### src/design/dac_cfg_pkg.sv
package dac_cfg_pkg;
  localparam logic [7:0] ADDR_FORMAT    = 8'h26;
  localparam logic [7:0] ADDR_DATAPATH  = 8'h27;
  localparam logic [7:0] ADDR_INTERP    = 8'h28;
  localparam logic [7:0] ADDR_THR_LO    = 8'h29;
  localparam logic [7:0] ADDR_THR_HI    = 8'h2A;
  localparam logic [7:0] ADDR_PROTECT   = 8'h2B;
  localparam logic [7:0] ADDR_PWR_LO    = 8'h2C;
  localparam logic [7:0] ADDR_PWR_HI    = 8'h2D;
  localparam logic [7:0] ADDR_OSC       = 8'h30;

  localparam logic [7:0] RESET_VALUE    = 8'h00;
  localparam logic [7:0] FORMAT_WMASK   = 8'hE1;
  localparam logic [7:0] DATAPATH_WMASK = 8'hF7;
  localparam logic [7:0] INTERP_WMASK   = 8'h03;
  localparam logic [7:0] THR_HI_WMASK   = 8'h1F;
  localparam logic [7:0] PROTECT_WMASK  = 8'hCF;
  localparam logic [7:0] OSC_WMASK      = 8'h11;

  localparam int unsigned FMT_OFFSET_BIN_BIT = 7;
  localparam int unsigned FMT_PAIR_PRIOR_BIT = 6;
  localparam int unsigned FMT_REVERSE_BIT    = 5;
  localparam int unsigned FMT_BYTE_MODE_BIT  = 0;

  localparam int unsigned DP_SINC_BIT    = 7;
  localparam int unsigned DP_MIXER_BIT   = 6;
  localparam int unsigned DP_GAIN_BIT    = 5;
  localparam int unsigned DP_PHASE_BIT   = 4;
  localparam int unsigned DP_QUARTER_BIT = 2;
  localparam int unsigned DP_IMAGE_BIT   = 1;
  localparam int unsigned DP_I_BOTH_BIT  = 0;

  localparam logic [1:0] INTERP_4X = 2'h2;
  localparam logic [1:0] INTERP_8X = 2'h3;

  localparam int unsigned PROT_ENABLE_BIT = 7;
  localparam int unsigned PROT_SWAP_BIT   = 6;
  localparam logic [3:0]  WINDOW_CODE_MAX = 4'hA;

  localparam int unsigned OSC_UPD_REQ_BIT  = 0;
  localparam int unsigned OSC_UPD_DONE_BIT = 1;
  localparam int unsigned OSC_PH_REQ_BIT   = 4;
  localparam int unsigned OSC_PH_DONE_BIT  = 5;
  localparam int unsigned OSC_FRAME_BIT    = 6;

  localparam int unsigned  DATA_WIDTH  = 16;
  localparam int unsigned  BYTE_WIDTH  = 8;
  localparam int unsigned  POWER_WIDTH = 13;
  localparam int unsigned  TUNING_WIDTH = 32;
  localparam logic [15:0]  SIGN_FLIP   = 16'h8000;

  typedef enum logic [3:0] {
    SLOT_I_HIGH = 4'b0001,
    SLOT_I_LOW  = 4'b0010,
    SLOT_Q_HIGH = 4'b0100,
    SLOT_Q_LOW  = 4'b1000
  } slot_t;
endpackage : dac_cfg_pkg

### src/design/dac_datapath_config_regs.sv
// What this block does
// RULE1 - format bit 7: zero means twos complement input, one means offset binary
// RULE2 - pairing bit 6: zero pairs I with next Q, one with prior Q
// RULE3 - bit-reverse bit 5 flips the sixteen data lines end for end
// RULE4 - format bit 0 picks word-wide or byte-wide input; source must match
// RULE5 - datapath bit 7 enables sinc compensation, bit 2 quarter-rate mixing, reset off
// RULE6 - datapath bit 6 enables oscillator mixer, bit 1 picks low or high image
// RULE7 - datapath bit 5 enables gain correction and dc offset, else bypassed
// RULE8 - datapath bit 4 enables quadrature phase correction, else bypassed
// RULE9 - datapath bit 0 sends in-phase data to both outputs, Q discarded
// RULE10 - interpolation field picks 2x, 4x or 8x and the halfband chain
// RULE11 - protection threshold is 13 bits split over two registers
// RULE12 - protection bit 7 enables the over-power protection effect
// RULE13 - protection bit 6 exchanges I and Q in the power computation
// RULE14 - window code sets 512 times two to the code sample pairs
// RULE15 - measured average power reads back as 13 bits over two registers
// RULE16 - bit 0 requests tuning word update, bit 1 reports it done
// RULE17 - bit 4 requests oscillator phase reset, bit 5 acknowledges it
// RULE18 - bit 6 shows the last tuning update came from the frame input
// RULE19 - tuning word takes effect only on an update request, not on writes
// RULE20 - acknowledges hold while request held; software clears request before reissuing
`timescale 1ns/100ps
module dac_datapath_config_regs #(
  parameter int unsigned WINDOW_BASE_LOG2 = 9
) (
  input  wire logic        clock_i,
  input  wire logic        reset_n_i,
  input  wire logic [7:0]  reg_addr_i,
  input  wire logic        reg_write_i,
  input  wire logic [7:0]  reg_wdata_i,
  output logic      [7:0]  reg_rdata_o,
  input  wire logic [15:0] data_i,
  input  wire logic        data_valid_i,
  input  wire logic        frame_i,
  input  wire logic [31:0] tuning_word_i,
  output logic      [15:0] sample_i_o,
  output logic      [15:0] sample_q_o,
  output logic             sample_valid_o,
  output logic             sinc_compensation_on_o,
  output logic             oscillator_mixer_on_o,
  output logic             gain_offset_correction_on_o,
  output logic             quadrature_phase_correction_on_o,
  output logic             quarter_rate_mixer_on_o,
  output logic             mixer_image_select_o,
  output logic             first_halfband_filter_on_o,
  output logic             second_halfband_filter_on_o,
  output logic             third_halfband_filter_on_o,
  output logic             power_protect_o,
  output logic      [31:0] active_tuning_word_o,
  output logic             phase_reset_o
);
  localparam int unsigned LOG2_W = 6;
  localparam int unsigned CNT_W  = WINDOW_BASE_LOG2 + 11;
  localparam int unsigned ACC_W  = dac_cfg_pkg::POWER_WIDTH + CNT_W;

  ////////////////////////////////////////////////////////////////////////////
  // reset release and pin synchronisers
  logic [1:0]  rst_sync;
  logic        rst_n;
  logic [15:0] data_meta;
  logic [15:0] data_sync;
  logic        valid_meta;
  logic        valid_sync;
  logic        frame_meta;
  logic        frame_sync;
  logic        frame_prev;
  logic        frame_rise;

  always_ff @(posedge clock_i or negedge reset_n_i) begin
    if (!reset_n_i) begin
      rst_sync <= 2'h0;
    end else begin
      rst_sync <= {rst_sync[0], 1'b1};
    end
  end
  assign rst_n = rst_sync[1];

  always_ff @(posedge clock_i or negedge rst_n) begin
    if (!rst_n) begin
      data_meta  <= 16'h0000;
      data_sync  <= 16'h0000;
      valid_meta <= 1'b0;
      valid_sync <= 1'b0;
      frame_meta <= 1'b0;
      frame_sync <= 1'b0;
      frame_prev <= 1'b0;
    end else begin
      data_meta  <= data_i;
      data_sync  <= data_meta;
      valid_meta <= data_valid_i;
      valid_sync <= valid_meta;
      frame_meta <= frame_i;
      frame_sync <= frame_meta;
      frame_prev <= frame_sync;
    end
  end
  assign frame_rise = frame_sync & ~frame_prev;

  ////////////////////////////////////////////////////////////////////////////
  // configuration registers
  logic [7:0] format_reg;
  logic [7:0] datapath_reg;
  logic [7:0] interp_reg;
  logic [7:0] thr_lo_reg;
  logic [7:0] thr_hi_reg;
  logic [7:0] protect_reg;
  logic [7:0] osc_req_reg;

  always_ff @(posedge clock_i or negedge rst_n) begin
    if (!rst_n) begin
      format_reg   <= dac_cfg_pkg::RESET_VALUE;
      datapath_reg <= dac_cfg_pkg::RESET_VALUE; // RULE5
      interp_reg   <= dac_cfg_pkg::RESET_VALUE;
      thr_lo_reg   <= dac_cfg_pkg::RESET_VALUE;
      thr_hi_reg   <= dac_cfg_pkg::RESET_VALUE;
      protect_reg  <= dac_cfg_pkg::RESET_VALUE;
      osc_req_reg  <= dac_cfg_pkg::RESET_VALUE;
    end else if (reg_write_i) begin
      case (reg_addr_i)
        dac_cfg_pkg::ADDR_FORMAT:   format_reg   <= reg_wdata_i & dac_cfg_pkg::FORMAT_WMASK;
        dac_cfg_pkg::ADDR_DATAPATH: datapath_reg <= reg_wdata_i & dac_cfg_pkg::DATAPATH_WMASK;
        dac_cfg_pkg::ADDR_INTERP:   interp_reg   <= reg_wdata_i & dac_cfg_pkg::INTERP_WMASK;
        dac_cfg_pkg::ADDR_THR_LO:   thr_lo_reg   <= reg_wdata_i; // RULE11
        dac_cfg_pkg::ADDR_THR_HI:   thr_hi_reg   <= reg_wdata_i & dac_cfg_pkg::THR_HI_WMASK;
        dac_cfg_pkg::ADDR_PROTECT:  protect_reg  <= reg_wdata_i & dac_cfg_pkg::PROTECT_WMASK;
        dac_cfg_pkg::ADDR_OSC:      osc_req_reg  <= reg_wdata_i & dac_cfg_pkg::OSC_WMASK;
        default: ;
      endcase
    end
  end

  assign sinc_compensation_on_o           = datapath_reg[dac_cfg_pkg::DP_SINC_BIT];    // RULE5
  assign quarter_rate_mixer_on_o          = datapath_reg[dac_cfg_pkg::DP_QUARTER_BIT]; // RULE5
  assign oscillator_mixer_on_o            = datapath_reg[dac_cfg_pkg::DP_MIXER_BIT];   // RULE6
  assign mixer_image_select_o             = datapath_reg[dac_cfg_pkg::DP_IMAGE_BIT];   // RULE6
  assign gain_offset_correction_on_o      = datapath_reg[dac_cfg_pkg::DP_GAIN_BIT];    // RULE7
  assign quadrature_phase_correction_on_o = datapath_reg[dac_cfg_pkg::DP_PHASE_BIT];   // RULE8

  // code 01 is undefined; it is treated as 2x
  always_ff @(posedge clock_i or negedge rst_n) begin
    if (!rst_n) begin
      first_halfband_filter_on_o  <= 1'b0;
      second_halfband_filter_on_o <= 1'b0;
      third_halfband_filter_on_o  <= 1'b0;
    end else begin
      first_halfband_filter_on_o  <= 1'b1; // RULE10
      second_halfband_filter_on_o <= interp_reg[1]; // RULE10
      third_halfband_filter_on_o  <= interp_reg[1:0] == dac_cfg_pkg::INTERP_8X; // RULE10
    end
  end

  ////////////////////////////////////////////////////////////////////////////
  // tuning update and phase reset handshakes
  logic upd_req;
  logic upd_prev;
  logic upd_start;
  logic ph_req;
  logic ph_prev;
  logic ph_start;
  logic upd_done_reg;
  logic ph_done_reg;
  logic frame_flag_reg;

  assign upd_req   = osc_req_reg[dac_cfg_pkg::OSC_UPD_REQ_BIT];
  assign ph_req    = osc_req_reg[dac_cfg_pkg::OSC_PH_REQ_BIT];
  assign upd_start = upd_req & ~upd_prev;
  assign ph_start  = ph_req & ~ph_prev;

  always_ff @(posedge clock_i or negedge rst_n) begin
    if (!rst_n) begin
      upd_prev             <= 1'b0;
      ph_prev              <= 1'b0;
      upd_done_reg         <= 1'b0;
      ph_done_reg          <= 1'b0;
      frame_flag_reg       <= 1'b0;
      phase_reset_o        <= 1'b0;
      active_tuning_word_o <= 32'h0000_0000;
    end else begin
      upd_prev      <= upd_req;
      ph_prev       <= ph_req;
      phase_reset_o <= ph_start; // RULE17
      // staged word passes only on a request edge or a frame edge
      if (upd_start || frame_rise) begin
        active_tuning_word_o <= tuning_word_i; // RULE19
      end
      if (!upd_req) begin
        upd_done_reg <= 1'b0; // RULE20
      end else if (upd_start) begin
        upd_done_reg <= 1'b1; // RULE16
      end
      if (!ph_req) begin
        ph_done_reg <= 1'b0; // RULE20
      end else if (ph_start) begin
        ph_done_reg <= 1'b1; // RULE17
      end
      // frame set wins over a serial update in the same cycle
      if (frame_rise) begin
        frame_flag_reg <= 1'b1; // RULE18
      end else if (upd_start) begin
        frame_flag_reg <= 1'b0; // RULE18
      end
    end
  end

  ////////////////////////////////////////////////////////////////////////////
  // input word assembly
  logic [15:0] reversed;
  logic [15:0] word;
  logic [7:0]  hold_hi;
  logic [15:0] word_val;
  logic        word_done;
  logic        word_is_i;
  logic        byte_mode;
  dac_cfg_pkg::slot_t slot_reg;
  dac_cfg_pkg::slot_t slot_next;

  for (genvar b = 0; b < dac_cfg_pkg::DATA_WIDTH; b++) begin : g_rev
    assign reversed[b] = data_sync[dac_cfg_pkg::DATA_WIDTH - 1 - b]; // RULE3
  end
  assign word      = format_reg[dac_cfg_pkg::FMT_REVERSE_BIT] ? reversed : data_sync; // RULE3
  assign byte_mode = format_reg[dac_cfg_pkg::FMT_BYTE_MODE_BIT]; // RULE4

  always_comb begin
    slot_next = slot_reg;
    word_done = 1'b0;
    word_is_i = 1'b0;
    word_val  = byte_mode ? {hold_hi, word[7:0]} : word;
    case (slot_reg)
      dac_cfg_pkg::SLOT_I_HIGH: if (valid_sync) begin
        word_done = ~byte_mode;
        word_is_i = 1'b1;
        slot_next = byte_mode ? dac_cfg_pkg::SLOT_I_LOW : dac_cfg_pkg::SLOT_Q_HIGH; // RULE4
      end
      dac_cfg_pkg::SLOT_I_LOW: if (valid_sync) begin
        word_done = 1'b1;
        word_is_i = 1'b1;
        slot_next = dac_cfg_pkg::SLOT_Q_HIGH;
      end
      dac_cfg_pkg::SLOT_Q_HIGH: if (valid_sync) begin
        word_done = ~byte_mode;
        slot_next = byte_mode ? dac_cfg_pkg::SLOT_Q_LOW : dac_cfg_pkg::SLOT_I_HIGH; // RULE4
      end
      dac_cfg_pkg::SLOT_Q_LOW: if (valid_sync) begin
        word_done = 1'b1;
        slot_next = dac_cfg_pkg::SLOT_I_HIGH;
      end
      default: slot_next = dac_cfg_pkg::SLOT_I_HIGH;
    endcase
    if (format_reg[dac_cfg_pkg::FMT_OFFSET_BIN_BIT]) begin
      word_val = word_val ^ dac_cfg_pkg::SIGN_FLIP; // RULE1
    end
  end

  // a frame edge realigns the slot to an in-phase high part
  always_ff @(posedge clock_i or negedge rst_n) begin
    if (!rst_n) begin
      slot_reg <= dac_cfg_pkg::SLOT_I_HIGH;
      hold_hi  <= 8'h00;
    end else begin
      slot_reg <= frame_rise ? dac_cfg_pkg::SLOT_I_HIGH : slot_next;
      if (valid_sync) begin
        hold_hi <= word[7:0];
      end
    end
  end

  ////////////////////////////////////////////////////////////////////////////
  // I/Q pairing
  logic [15:0] i_hold;
  logic [15:0] q_hold;
  logic        q_seen;
  logic        pair_prior;
  logic        i_both;

  assign pair_prior = format_reg[dac_cfg_pkg::FMT_PAIR_PRIOR_BIT];
  assign i_both     = datapath_reg[dac_cfg_pkg::DP_I_BOTH_BIT];

  always_ff @(posedge clock_i or negedge rst_n) begin
    if (!rst_n) begin
      i_hold         <= 16'h0000;
      q_hold         <= 16'h0000;
      q_seen         <= 1'b0;
      sample_i_o     <= 16'h0000;
      sample_q_o     <= 16'h0000;
      sample_valid_o <= 1'b0;
    end else begin
      sample_valid_o <= 1'b0;
      if (frame_rise) begin
        q_seen <= 1'b0;
      end else if (word_done && word_is_i) begin
        i_hold <= word_val;
        if (pair_prior && q_seen) begin
          sample_i_o     <= word_val; // RULE2
          sample_q_o     <= i_both ? word_val : q_hold; // RULE9
          sample_valid_o <= 1'b1;
        end
      end else if (word_done) begin
        q_hold <= word_val;
        q_seen <= 1'b1;
        if (!pair_prior) begin
          sample_i_o     <= i_hold; // RULE2
          sample_q_o     <= i_both ? i_hold : word_val; // RULE9
          sample_valid_o <= 1'b1;
        end
      end
    end
  end

  ////////////////////////////////////////////////////////////////////////////
  // average power over a window of pairs
  logic signed [7:0]  pow_a;
  logic signed [7:0]  pow_b;
  logic        [16:0] pow_sum;
  logic        [12:0] pow_sample;
  logic [3:0]         win_code;
  logic [LOG2_W-1:0]  win_log2;
  logic [CNT_W-1:0]   win_cnt;
  logic [ACC_W-1:0]   acc;
  logic [ACC_W-1:0]   acc_sum;
  logic [ACC_W-1:0]   acc_avg;
  logic [12:0]        avg_reg;
  logic               win_last;
  logic               win_restart;
  logic [12:0]        threshold;

  // I and Q sit in their own sample registers, so the exchange steers them
  assign pow_a      = protect_reg[dac_cfg_pkg::PROT_SWAP_BIT] ? sample_q_o[15:8]
                                                              : sample_i_o[15:8]; // RULE13
  assign pow_b      = protect_reg[dac_cfg_pkg::PROT_SWAP_BIT] ? sample_i_o[15:8]
                                                              : sample_q_o[15:8]; // RULE13
  assign pow_sum    = 17'(pow_a * pow_a) + 17'(pow_b * pow_b);
  assign pow_sample = pow_sum[15:3];
  // invalid codes clamp to the longest window
  assign win_code   = (protect_reg[3:0] > dac_cfg_pkg::WINDOW_CODE_MAX)
                      ? dac_cfg_pkg::WINDOW_CODE_MAX : protect_reg[3:0]; // RULE14
  assign win_log2   = LOG2_W'(WINDOW_BASE_LOG2) + LOG2_W'(win_code); // RULE14
  assign win_last   = win_cnt == ((CNT_W'(1) << win_log2) - CNT_W'(1)); // RULE14
  assign acc_sum    = acc + ACC_W'(pow_sample);
  assign acc_avg    = acc_sum >> win_log2;
  assign win_restart = reg_write_i && reg_addr_i == dac_cfg_pkg::ADDR_PROTECT;
  assign threshold  = {thr_hi_reg[4:0], thr_lo_reg}; // RULE11

  always_ff @(posedge clock_i or negedge rst_n) begin
    if (!rst_n) begin
      win_cnt <= '0;
      acc     <= '0;
      avg_reg <= 13'h0000;
    end else if (win_restart) begin
      win_cnt <= '0;
      acc     <= '0;
    end else if (sample_valid_o) begin
      if (win_last) begin
        avg_reg <= acc_avg[12:0]; // RULE15
        acc     <= '0;
        win_cnt <= '0;
      end else begin
        acc     <= acc_sum;
        win_cnt <= win_cnt + CNT_W'(1);
      end
    end
  end

  always_ff @(posedge clock_i or negedge rst_n) begin
    if (!rst_n) begin
      power_protect_o <= 1'b0;
    end else begin
      power_protect_o <= protect_reg[dac_cfg_pkg::PROT_ENABLE_BIT]
                         && (avg_reg >= threshold); // RULE12
    end
  end

  ////////////////////////////////////////////////////////////////////////////
  // read back, one cycle after the address
  always_ff @(posedge clock_i or negedge rst_n) begin
    if (!rst_n) begin
      reg_rdata_o <= 8'h00;
    end else begin
      case (reg_addr_i)
        dac_cfg_pkg::ADDR_FORMAT:   reg_rdata_o <= format_reg;
        dac_cfg_pkg::ADDR_DATAPATH: reg_rdata_o <= datapath_reg;
        dac_cfg_pkg::ADDR_INTERP:   reg_rdata_o <= interp_reg;
        dac_cfg_pkg::ADDR_THR_LO:   reg_rdata_o <= thr_lo_reg;
        dac_cfg_pkg::ADDR_THR_HI:   reg_rdata_o <= thr_hi_reg;
        dac_cfg_pkg::ADDR_PROTECT:  reg_rdata_o <= protect_reg;
        dac_cfg_pkg::ADDR_PWR_LO:   reg_rdata_o <= avg_reg[7:0]; // RULE15
        dac_cfg_pkg::ADDR_PWR_HI:   reg_rdata_o <= {3'h0, avg_reg[12:8]}; // RULE15
        dac_cfg_pkg::ADDR_OSC:      reg_rdata_o <= {1'b0, frame_flag_reg, ph_done_reg,
                                                    ph_req, 2'h0, upd_done_reg, upd_req};
        default:                    reg_rdata_o <= 8'h00;
      endcase
    end
  end

  ////////////////////////////////////////////////////////////////////////////
  // checks
  property p_sinc_write;
    @(posedge clock_i) disable iff (!rst_n)
      reg_write_i && reg_addr_i == dac_cfg_pkg::ADDR_DATAPATH
      |=> sinc_compensation_on_o == $past(reg_wdata_i[7]);
  endproperty
  a_sinc_write: assert property (p_sinc_write) else $error("sinc enable not written"); // RULE5

  property p_eight_x;
    @(posedge clock_i) disable iff (!rst_n)
      reg_write_i && reg_addr_i == dac_cfg_pkg::ADDR_INTERP
      |=> ##1 third_halfband_filter_on_o == ($past(reg_wdata_i[1:0], 2) == 2'h3);
  endproperty
  a_eight_x: assert property (p_eight_x) else $error("third halfband wrong"); // RULE10

  property p_chain;
    @(posedge clock_i) disable iff (!rst_n)
      third_halfband_filter_on_o |-> second_halfband_filter_on_o && first_halfband_filter_on_o;
  endproperty
  a_chain: assert property (p_chain) else $error("halfband chain broken"); // RULE10

  property p_protect_gate;
    @(posedge clock_i) disable iff (!rst_n)
      power_protect_o |-> $past(protect_reg[7]) && $past(avg_reg >= threshold);
  endproperty
  a_protect_gate: assert property (p_protect_gate) else $error("protect without cause"); // RULE12

  property p_i_both;
    @(posedge clock_i) disable iff (!rst_n)
      sample_valid_o && $past(i_both) |-> sample_q_o == sample_i_o;
  endproperty
  a_i_both: assert property (p_i_both) else $error("Q output not in-phase copy"); // RULE9

  property p_update;
    @(posedge clock_i) disable iff (!rst_n)
      upd_start |=> upd_done_reg && active_tuning_word_o == $past(tuning_word_i);
  endproperty
  a_update: assert property (p_update) else $error("tuning update not done"); // RULE16

  property p_word_hold;
    @(posedge clock_i) disable iff (!rst_n)
      !upd_start && !frame_rise |=> $stable(active_tuning_word_o);
  endproperty
  a_word_hold: assert property (p_word_hold) else $error("tuning word moved"); // RULE19

  property p_phase_pulse;
    @(posedge clock_i) disable iff (!rst_n)
      ph_start |=> phase_reset_o && ph_done_reg ##1 !phase_reset_o;
  endproperty
  a_phase_pulse: assert property (p_phase_pulse) else $error("phase reset pulse wrong"); // RULE17

  property p_frame_flag;
    @(posedge clock_i) disable iff (!rst_n)
      frame_rise |=> frame_flag_reg;
  endproperty
  a_frame_flag: assert property (p_frame_flag) else $error("frame flag not set"); // RULE18

  property p_ack_drop;
    @(posedge clock_i) disable iff (!rst_n)
      !upd_req |=> !upd_done_reg;
  endproperty
  a_ack_drop: assert property (p_ack_drop) else $error("done held without request"); // RULE20

  property p_power_read;
    @(posedge clock_i) disable iff (!rst_n)
      reg_addr_i == dac_cfg_pkg::ADDR_PWR_HI
      |=> reg_rdata_o == {3'h0, $past(avg_reg[12:8])};
  endproperty
  a_power_read: assert property (p_power_read) else $error("power readback wrong"); // RULE15
endmodule : dac_datapath_config_regs

### config.mk
export PLATFORM = sky130hd
export DESIGN_NAME = dac_datapath_config_regs
export DESIGN_NICKNAME = d
export VERILOG_FILES = /design/src/design/dac_cfg_pkg.sv /design/src/design/dac_datapath_config_regs.sv
export SDC_FILE = /design/constraint.sdc
export NUM_CORES = 1
export LEC_CHECK = 0
export ABC_AREA = 0
export BUFFER_PORTS_ARGS = -buffer_cell sky130_fd_sc_hd__buf_4
export CELL_PAD_IN_SITES_DETAIL_PLACEMENT = 1
export CELL_PAD_IN_SITES_GLOBAL_PLACEMENT = 1
export CORE_ASPECT_RATIO = 1.2
export CORE_MARGIN = 2
export CORE_UTILIZATION = 34
export DETAILED_ROUTE_END_ITERATION = 10
export PLACE_DENSITY = 0.62
export SLEW_MARGIN = 25
export SYNTH_ARGS = -nofsm -noshare
export SYNTH_HDL_FRONTEND = slang
export SYNTH_SLANG_ARGS = --single-unit
### constraint.sdc
create_clock -name clock_i -period 23.3 [get_ports clock_i]
set_input_delay 6.99 -clock clock_i [delete_from_list [all_inputs] [get_ports clock_i]]
set_output_delay 6.99 -clock clock_i [all_outputs]
set_load 0.01 [all_outputs]
==> flow_metrics.env, run 1 <==
export IMPL_htreeDepth=1
export IMPL_die_area_sq_um=56700
export IMPL_cp_arrival_ps=10500
export IMPL_hold_slack_ps=347
export IMPL_slew_headroom_pct=34.7
export IMPL_wl_per_cell_um=19.3
export IMPL_synth_area_sq_um=18600
export IMPL_start_util_pct=34.2
export IMPL_fin_cells=2748
export IMPL_fin_crit_sh_pct=43.1
export IMPL_dp_cells=2698
export IMPL_critPathKind="reg -> reg"
export IMPL_yosys_area_share_simple_pct=12.4
export IMPL_postSynthCellCount=1900
export IMPL_synth_top_area_share_pct=35.6
export IMPL_cp_data_required_time_ps=23750
export IMPL_drc=0
export IMPL_io_pins=153
export IMPL_antenna_found_initial=0
export IMPL_drv_cap=0
export IMPL_status="finished clean"
export IMPL_yosysSeqAreaShare_pct=35.7
export IMPL_cp_slowest_stage_delay_ps=720
export IMPL_critical_path_max_fanout=18
export IMPL_synth_ff_type="dfrtp_1"
export IMPL_dp_hpwl_mm=40.1
export IMPL_skew_ps=25.1
export IMPL_min_path_type="reg -> reg"
export IMPL_yosys_warnings=0
export IMPL_worst_path_max_delay_cell="a21oi_1"
export IMPL_yosysMostFrequentCell="dfrtp_1"
export IMPL_async_flop_share_pct=100
export IMPL_synthToLayoutAreaGrowth_pct=15.0
export IMPL_drt_iter0_drc=701
export IMPL_cts_root_buf="clkbuf_16"
export IMPL_setup_tns_ps=0
export IMPL_hold_violations=0
export IMPL_num_vias=14447
export IMPL_worst_slew_pin_slew_ps=976
export IMPL_fp_dieW_um=218
export IMPL_vias_per_cell=5.26
export IMPL_ys_types=93
export IMPL_grt_setup_unrepaired="false"
export IMPL_cts_setup_buffers=0
export IMPL_yosys_area_top_type="dfrtp_1"
export IMPL_grt_overflow=0
export IMPL_muxShareOfSynthArea_pct=9.98
export IMPL_grt_max_degree=76
export IMPL_maxSlewViolCount=0
export IMPL_synth_compound_area_share_pct=14.8
export IMPL_cp_start_kind="register"
export IMPL_grt_pass1_vias=15627
export IMPL_synth_xor_area_share_pct=3.38
export IMPL_core_area_sq_um=54600
export IMPL_worst_path_most_repeated_cell="fa_1"
export IMPL_diodes=0
export IMPL_fin_nets=2271
export IMPL_synthAdderAreaFrac_pct=17.6
export IMPL_place_congestion=0.869
export IMPL_clkTransAtPathRegs_ps=60
export IMPL_cts_tree="yes"
export IMPL_die_y_um=260
export IMPL_drtPass1Iterations=5
export IMPL_min_period_ps=10050
export IMPL_yosys_top_cells_count="dfrtp_1 (265), inv_1 (192), nand2_1 (174)"
export IMPL_largest_registers="acc: 32 flops, active_tuning_word_o: 32 flops, win_cnt: 20 flops"
export IMPL_finalSetupViolCount=0
export IMPL_fmax_ghz=0.0995
export IMPL_syn_area_per_cell_sq_um=9.81
export IMPL_synth_edf_count=0
export IMPL_ant_nets=0
export IMPL_ys_ff_latch=266
export IMPL_synth_top_family_by_area="adder cells"
export IMPL_numCtsBuffers=28
export IMPL_utilization_pct=39.3
export IMPL_cts_sinks=266
export IMPL_cts_buffer_depth=3
export IMPL_drive_gt1_share_pct=17.9
export IMPL_hold_buffers=0
export IMPL_insertion_delay_ps=570
export IMPL_grt_pass1_wl_mm=86.4
export IMPL_io_buffers=152
export IMPL_row_count=94
export IMPL_nFillCells=6226
export IMPL_end_kind="register"
export IMPL_grtUsageTotal_pct=18.8
export IMPL_synthTopCellsByArea="dfrtp_1 (36%), fa_1 (12%), mux2_2 (6.6%), ha_1 (5.4%), inv_1 (3.9%)"
export IMPL_finalWirelength_mm=53.1
export IMPL_ctsResizeCount=0
[through the flow]
stage | cell area [sq um] | worst slack (ps)
2_1_floorplan | 18700 | 14150
3_3_place_gp | 20500 | 13120
3_5_place_dp | 20500 | 13030
4_1_cts | 21400 | 13160
5_1_grt | 21400 | 12640
6_report | 21400 | 13250
[cell families after synthesis]
| family | after synthesis |
|---|---|
| and+or+nand+nor | 485 |
| AOI/OAI and AO/OA | 419 |
| buffers and inverters | 292 |
| DFF | 266 |
| adders and majority gates | 194 |
| muxes | 171 |
| xor gates and xnor gates | 72 |
| other | 1 |
[worst max-delay path: cells and delay by family, from the launching register on]
family	cells	cell delay, ps
multiplexers	1	680
AO/OA/AOI/OAI	10	3210
adder cells (fa/ha/maj)	8	3810
flip-flops	1	390
AND/OR/NAND/NOR	4	670
buffers and inverters	5	990
XOR/XNOR	1	180
[metal layers]
layer | part of all wire (%) | global-route usage [%] | routed length (um) | vias to the layer above
li1 | - | - | - | 6756
met1 | 45 | 25.2 | 24100 | 7370
met2 | 50 | 32.7 | 26400 | 258
met3 | 3.1 | 2.04 | 1660 | 63
met4 | 2.0 | 4.46 | 1060 | 0
met5 | 0 | 0 | 0 | -
[cell usage in the layout, fill, tap and decap left out, types with 5 or more instances in the layout]
master / count
a21oi_1: 97
o21ai_1: 8
o21ai_0: 98
a21boi_0: 6
o22ai_1: 14
o211ai_1: 11
and2_1: 12
xor2_1: 19
buf_4: 171
clkbuf_8: 8
a21o_1: 18
nand4_1: 16
o2111ai_1: 7
o21a_1: 6
nand2b_1: 39
nor3_1: 13
a31oi_1: 39
a211oi_1: 19
nor4_1: 9
mux2_2: 109
a22oi_1: 8
xnor2_1: 53
or3_1: 12
nor3b_1: 5
fa_1: 114
clkbuf_16: 29
a221oi_1: 5
nor2_1: 118
nor2b_1: 10
nand2_1: 174
and3_1: 14
mux2i_1: 61
ha_1: 80
nand3_1: 34
a22o_1: 9
dfrtp_1: 264
nand3b_1: 6
o31ai_1: 6
inv_1: 192
[cell type report]
| class | instances | area [sq um] | share of cell area, % |
|---|---|---|---|
| timing repair buffer | 172 | 1290 | 6.04 |
| inverter | 195 | 732 | 3.41 |
| multi-input combinational | 1345 | 10900 | 50.8 |
| tap | 720 | 901 | 4.20 |
| clock inverter | 10 | 113 | 0.525 |
| clock buffer | 40 | 847 | 3.95 |
| sequential | 266 | 6660 | 31.1 |
[worst paths after layout]
check | depth (start not counted) | slack (ps) | from | to
max in group asynchronous | 1 | 17000 | reset_n_i | rst_sync[1]
hold / removal | 0 | 350 | data_meta[0] | data_sync[0]
min in group asynchronous | 0 | 430 | rst_sync[1] | active_tuning_word_o[1]
setup / recovery | 29 | 13250 | protect_reg[6] | avg_reg[4]
hold reg to reg | 0 | 350 | data_meta[0] | data_sync[0]
setup reg to reg | 29 | 13250 | protect_reg[6] | avg_reg[4]
Power of run 1 is left out: the tool's default activity adds up to more than one toggle a clock period on the data nets, which glitch-free logic cannot reach.
==> inputs of run 2 (changes only) <==
- PLACE_DENSITY: 0.62 -> 0.64
- clock period: 23.3 -> 8.8 ns (I/O delays scaled with it)
==> run 2 against run 1 <==
Worst setup slack lost 13000 ps. Cell area up 6.3%. Register-to-register slack worse by 13000 ps. Critical path depth is 6 higher. Global-route usage rose by 0.33 points. Count of clock-buffer cells in the layout shrank 5. Fmax increased by 17%. Die area unchanged. Hold slack worse by 49 ps. First-iteration DRC count down 0.43%. Critical path type unchanged.
==> flow_metrics.env, run 2 (same netlist as run 1, synthesis figures left out) <==
export IMPL_status="finished clean"
export IMPL_critPathKind="reg -> reg"
export IMPL_die_y_um=260
export IMPL_dpl_cell_area_sq_um=21000
export IMPL_reg2reg_slack_ps=200
export IMPL_grtUsageTotal_pct=19.2
export IMPL_worst_slew_pin_slew_ps=995
export IMPL_finalSetupViolCount=0
export IMPL_grt_max_degree=155
export IMPL_cp_top_family="adder cells"
export IMPL_cp_slowest_stage_delay_ps=550
export IMPL_cp_arrival_ps=9060
export IMPL_setup_tns_ps=0
export IMPL_fin_cells=2852
export IMPL_end_kind="register"
export IMPL_die_area_sq_um=56700
export IMPL_insertion_delay_ps=560
export IMPL_drv_cap=0
export IMPL_critical_path_max_fanout=5
export IMPL_fin_crit_sh_pct=97.7
export IMPL_antenna_found_initial=0
export IMPL_io_buffers=152
export IMPL_diodes=0
export IMPL_finalWirelength_mm=54.9
export IMPL_row_count=94
export IMPL_min_period_ps=8600
export IMPL_skew_ps=8.41
export IMPL_place_congestion=0.858
export IMPL_htreeDepth=1
export IMPL_dp_hpwl_mm=40.9
export IMPL_cp_data_required_time_ps=9260
export IMPL_fin_nets=2373
export IMPL_worst_path_max_delay_cell="fa_1"
export IMPL_numCtsBuffers=29
export IMPL_synthToLayoutAreaGrowth_pct=22.3
export IMPL_wl_per_cell_um=19.2
export IMPL_core_area_sq_um=54600
export IMPL_worst_path_most_repeated_cell="fa_1"
export IMPL_drt_iter0_drc=698
export IMPL_drtPass1Iterations=4
export IMPL_ant_nets=0
export IMPL_nFillCells=6203
export IMPL_cts_root_buf="clkbuf_16"
export IMPL_cts_sinks=266
export IMPL_slew_headroom_pct=33.7
export IMPL_hold_violations=0
export IMPL_min_path_type="reg -> async"
export IMPL_fmax_ghz=0.116
export IMPL_drc=0
export IMPL_layout_common_cells="dfrtp_1 (262), buf_4 (257), inv_1 (178)"
export IMPL_vias_per_cell=5.23
export IMPL_grt_overflow=0
export IMPL_cts_buffer_depth=3
export IMPL_io_pins=153
export IMPL_hold_buffers=0
export IMPL_hold_slack_ps=298
export IMPL_grt_pass1_vias=16033
export IMPL_maxSlewViolCount=0
export IMPL_grt_pass1_wl_mm=87.7
export IMPL_layout_commonest_cell="dfrtp_1"
export IMPL_cts_tree="yes"
export IMPL_clkTransAtPathRegs_ps=60
export IMPL_cp_num_buf_inv=8
export IMPL_start_util_pct=34.2
export IMPL_largest_registers="acc: 32 flops, active_tuning_word_o: 32 flops, win_cnt: 20 flops"
export IMPL_fp_dieW_um=218
export IMPL_dp_cells=2766
export IMPL_drive_gt1_share_pct=25.8
export IMPL_num_vias=14921
export IMPL_final_area_sq_um=22800
export IMPL_cp_start_kind="register"
[run 2: changes by cell type in the layout (fill, tap and decap cells not counted), sizes merged]
cell,change
buf,+98
clkbuf,-3
clkdlybuf4s15,+1
clkinv,+4
clkinvlp,+3
inv,+1
[run 2: layout make-up]
| type | count | area, sq um | share of cell area (%) |
|---|---|---|---|
| multi-input combinational | 1345 | 11400 | 49.9 |
| timing repair buffer | 273 | 2150 | 9.45 |
| tap | 720 | 901 | 3.95 |
| inverter | 195 | 736 | 3.23 |
| clock inverter | 18 | 161 | 0.708 |
| sequential | 266 | 6660 | 29.2 |
| clock buffer | 35 | 798 | 3.50 |
[run 2: per-layer routing]
metal	global-route usage, %	wire length, um
met3	2.76	2070
met5	0	0
met4	5.44	1420
met2	33.8	28000
met1	24.4	23400
[run 2: worst paths after layout]
check,from,to,cells after the start
worst max-delay path,protect_reg[6],avg_reg[5],35
worst min-delay path,rst_sync[1],active_tuning_word_o[16],0
worst max register to register,protect_reg[6],avg_reg[5],35
worst min register to register,rst_sync[1],active_tuning_word_o[16],0
max in group asynchronous,reset_n_i,rst_sync[1],1
min in group clock_i,data_meta[15],data_sync[15],0
[run 2: worst register-to-register path, delay by kind of cell, from the launching register on]
family | cells | cell delay [ps]
compound gates | 11 | 2220
xor+xnor | 2 | 390
fa+ha+maj | 8 | 3660
buf+inv | 8 | 910
flops | 1 | 480
mux | 1 | 110
simple gates | 5 | 720
[run 2: repair_timing]
action / in CTS / in global routing
hold endpoints to repair: 0 / 0
buffers inserted: 0 / 29
setup endpoints to repair: 8 / 13
resized for setup: 7 / 112
gates cloned: 0 / 4
pin swaps: 0 / 44
[run 2: stage by stage]
step                      util (%)  worst slack [ps]
final                         41.8               199
after global routing          41.8              -131
after CTS                     40.3              6.37
after detailed placement      38.5              -164
after global placement        38.5             -10.6
after floorplan                  -              44.3
Power of run 2 is left out for the same reason.
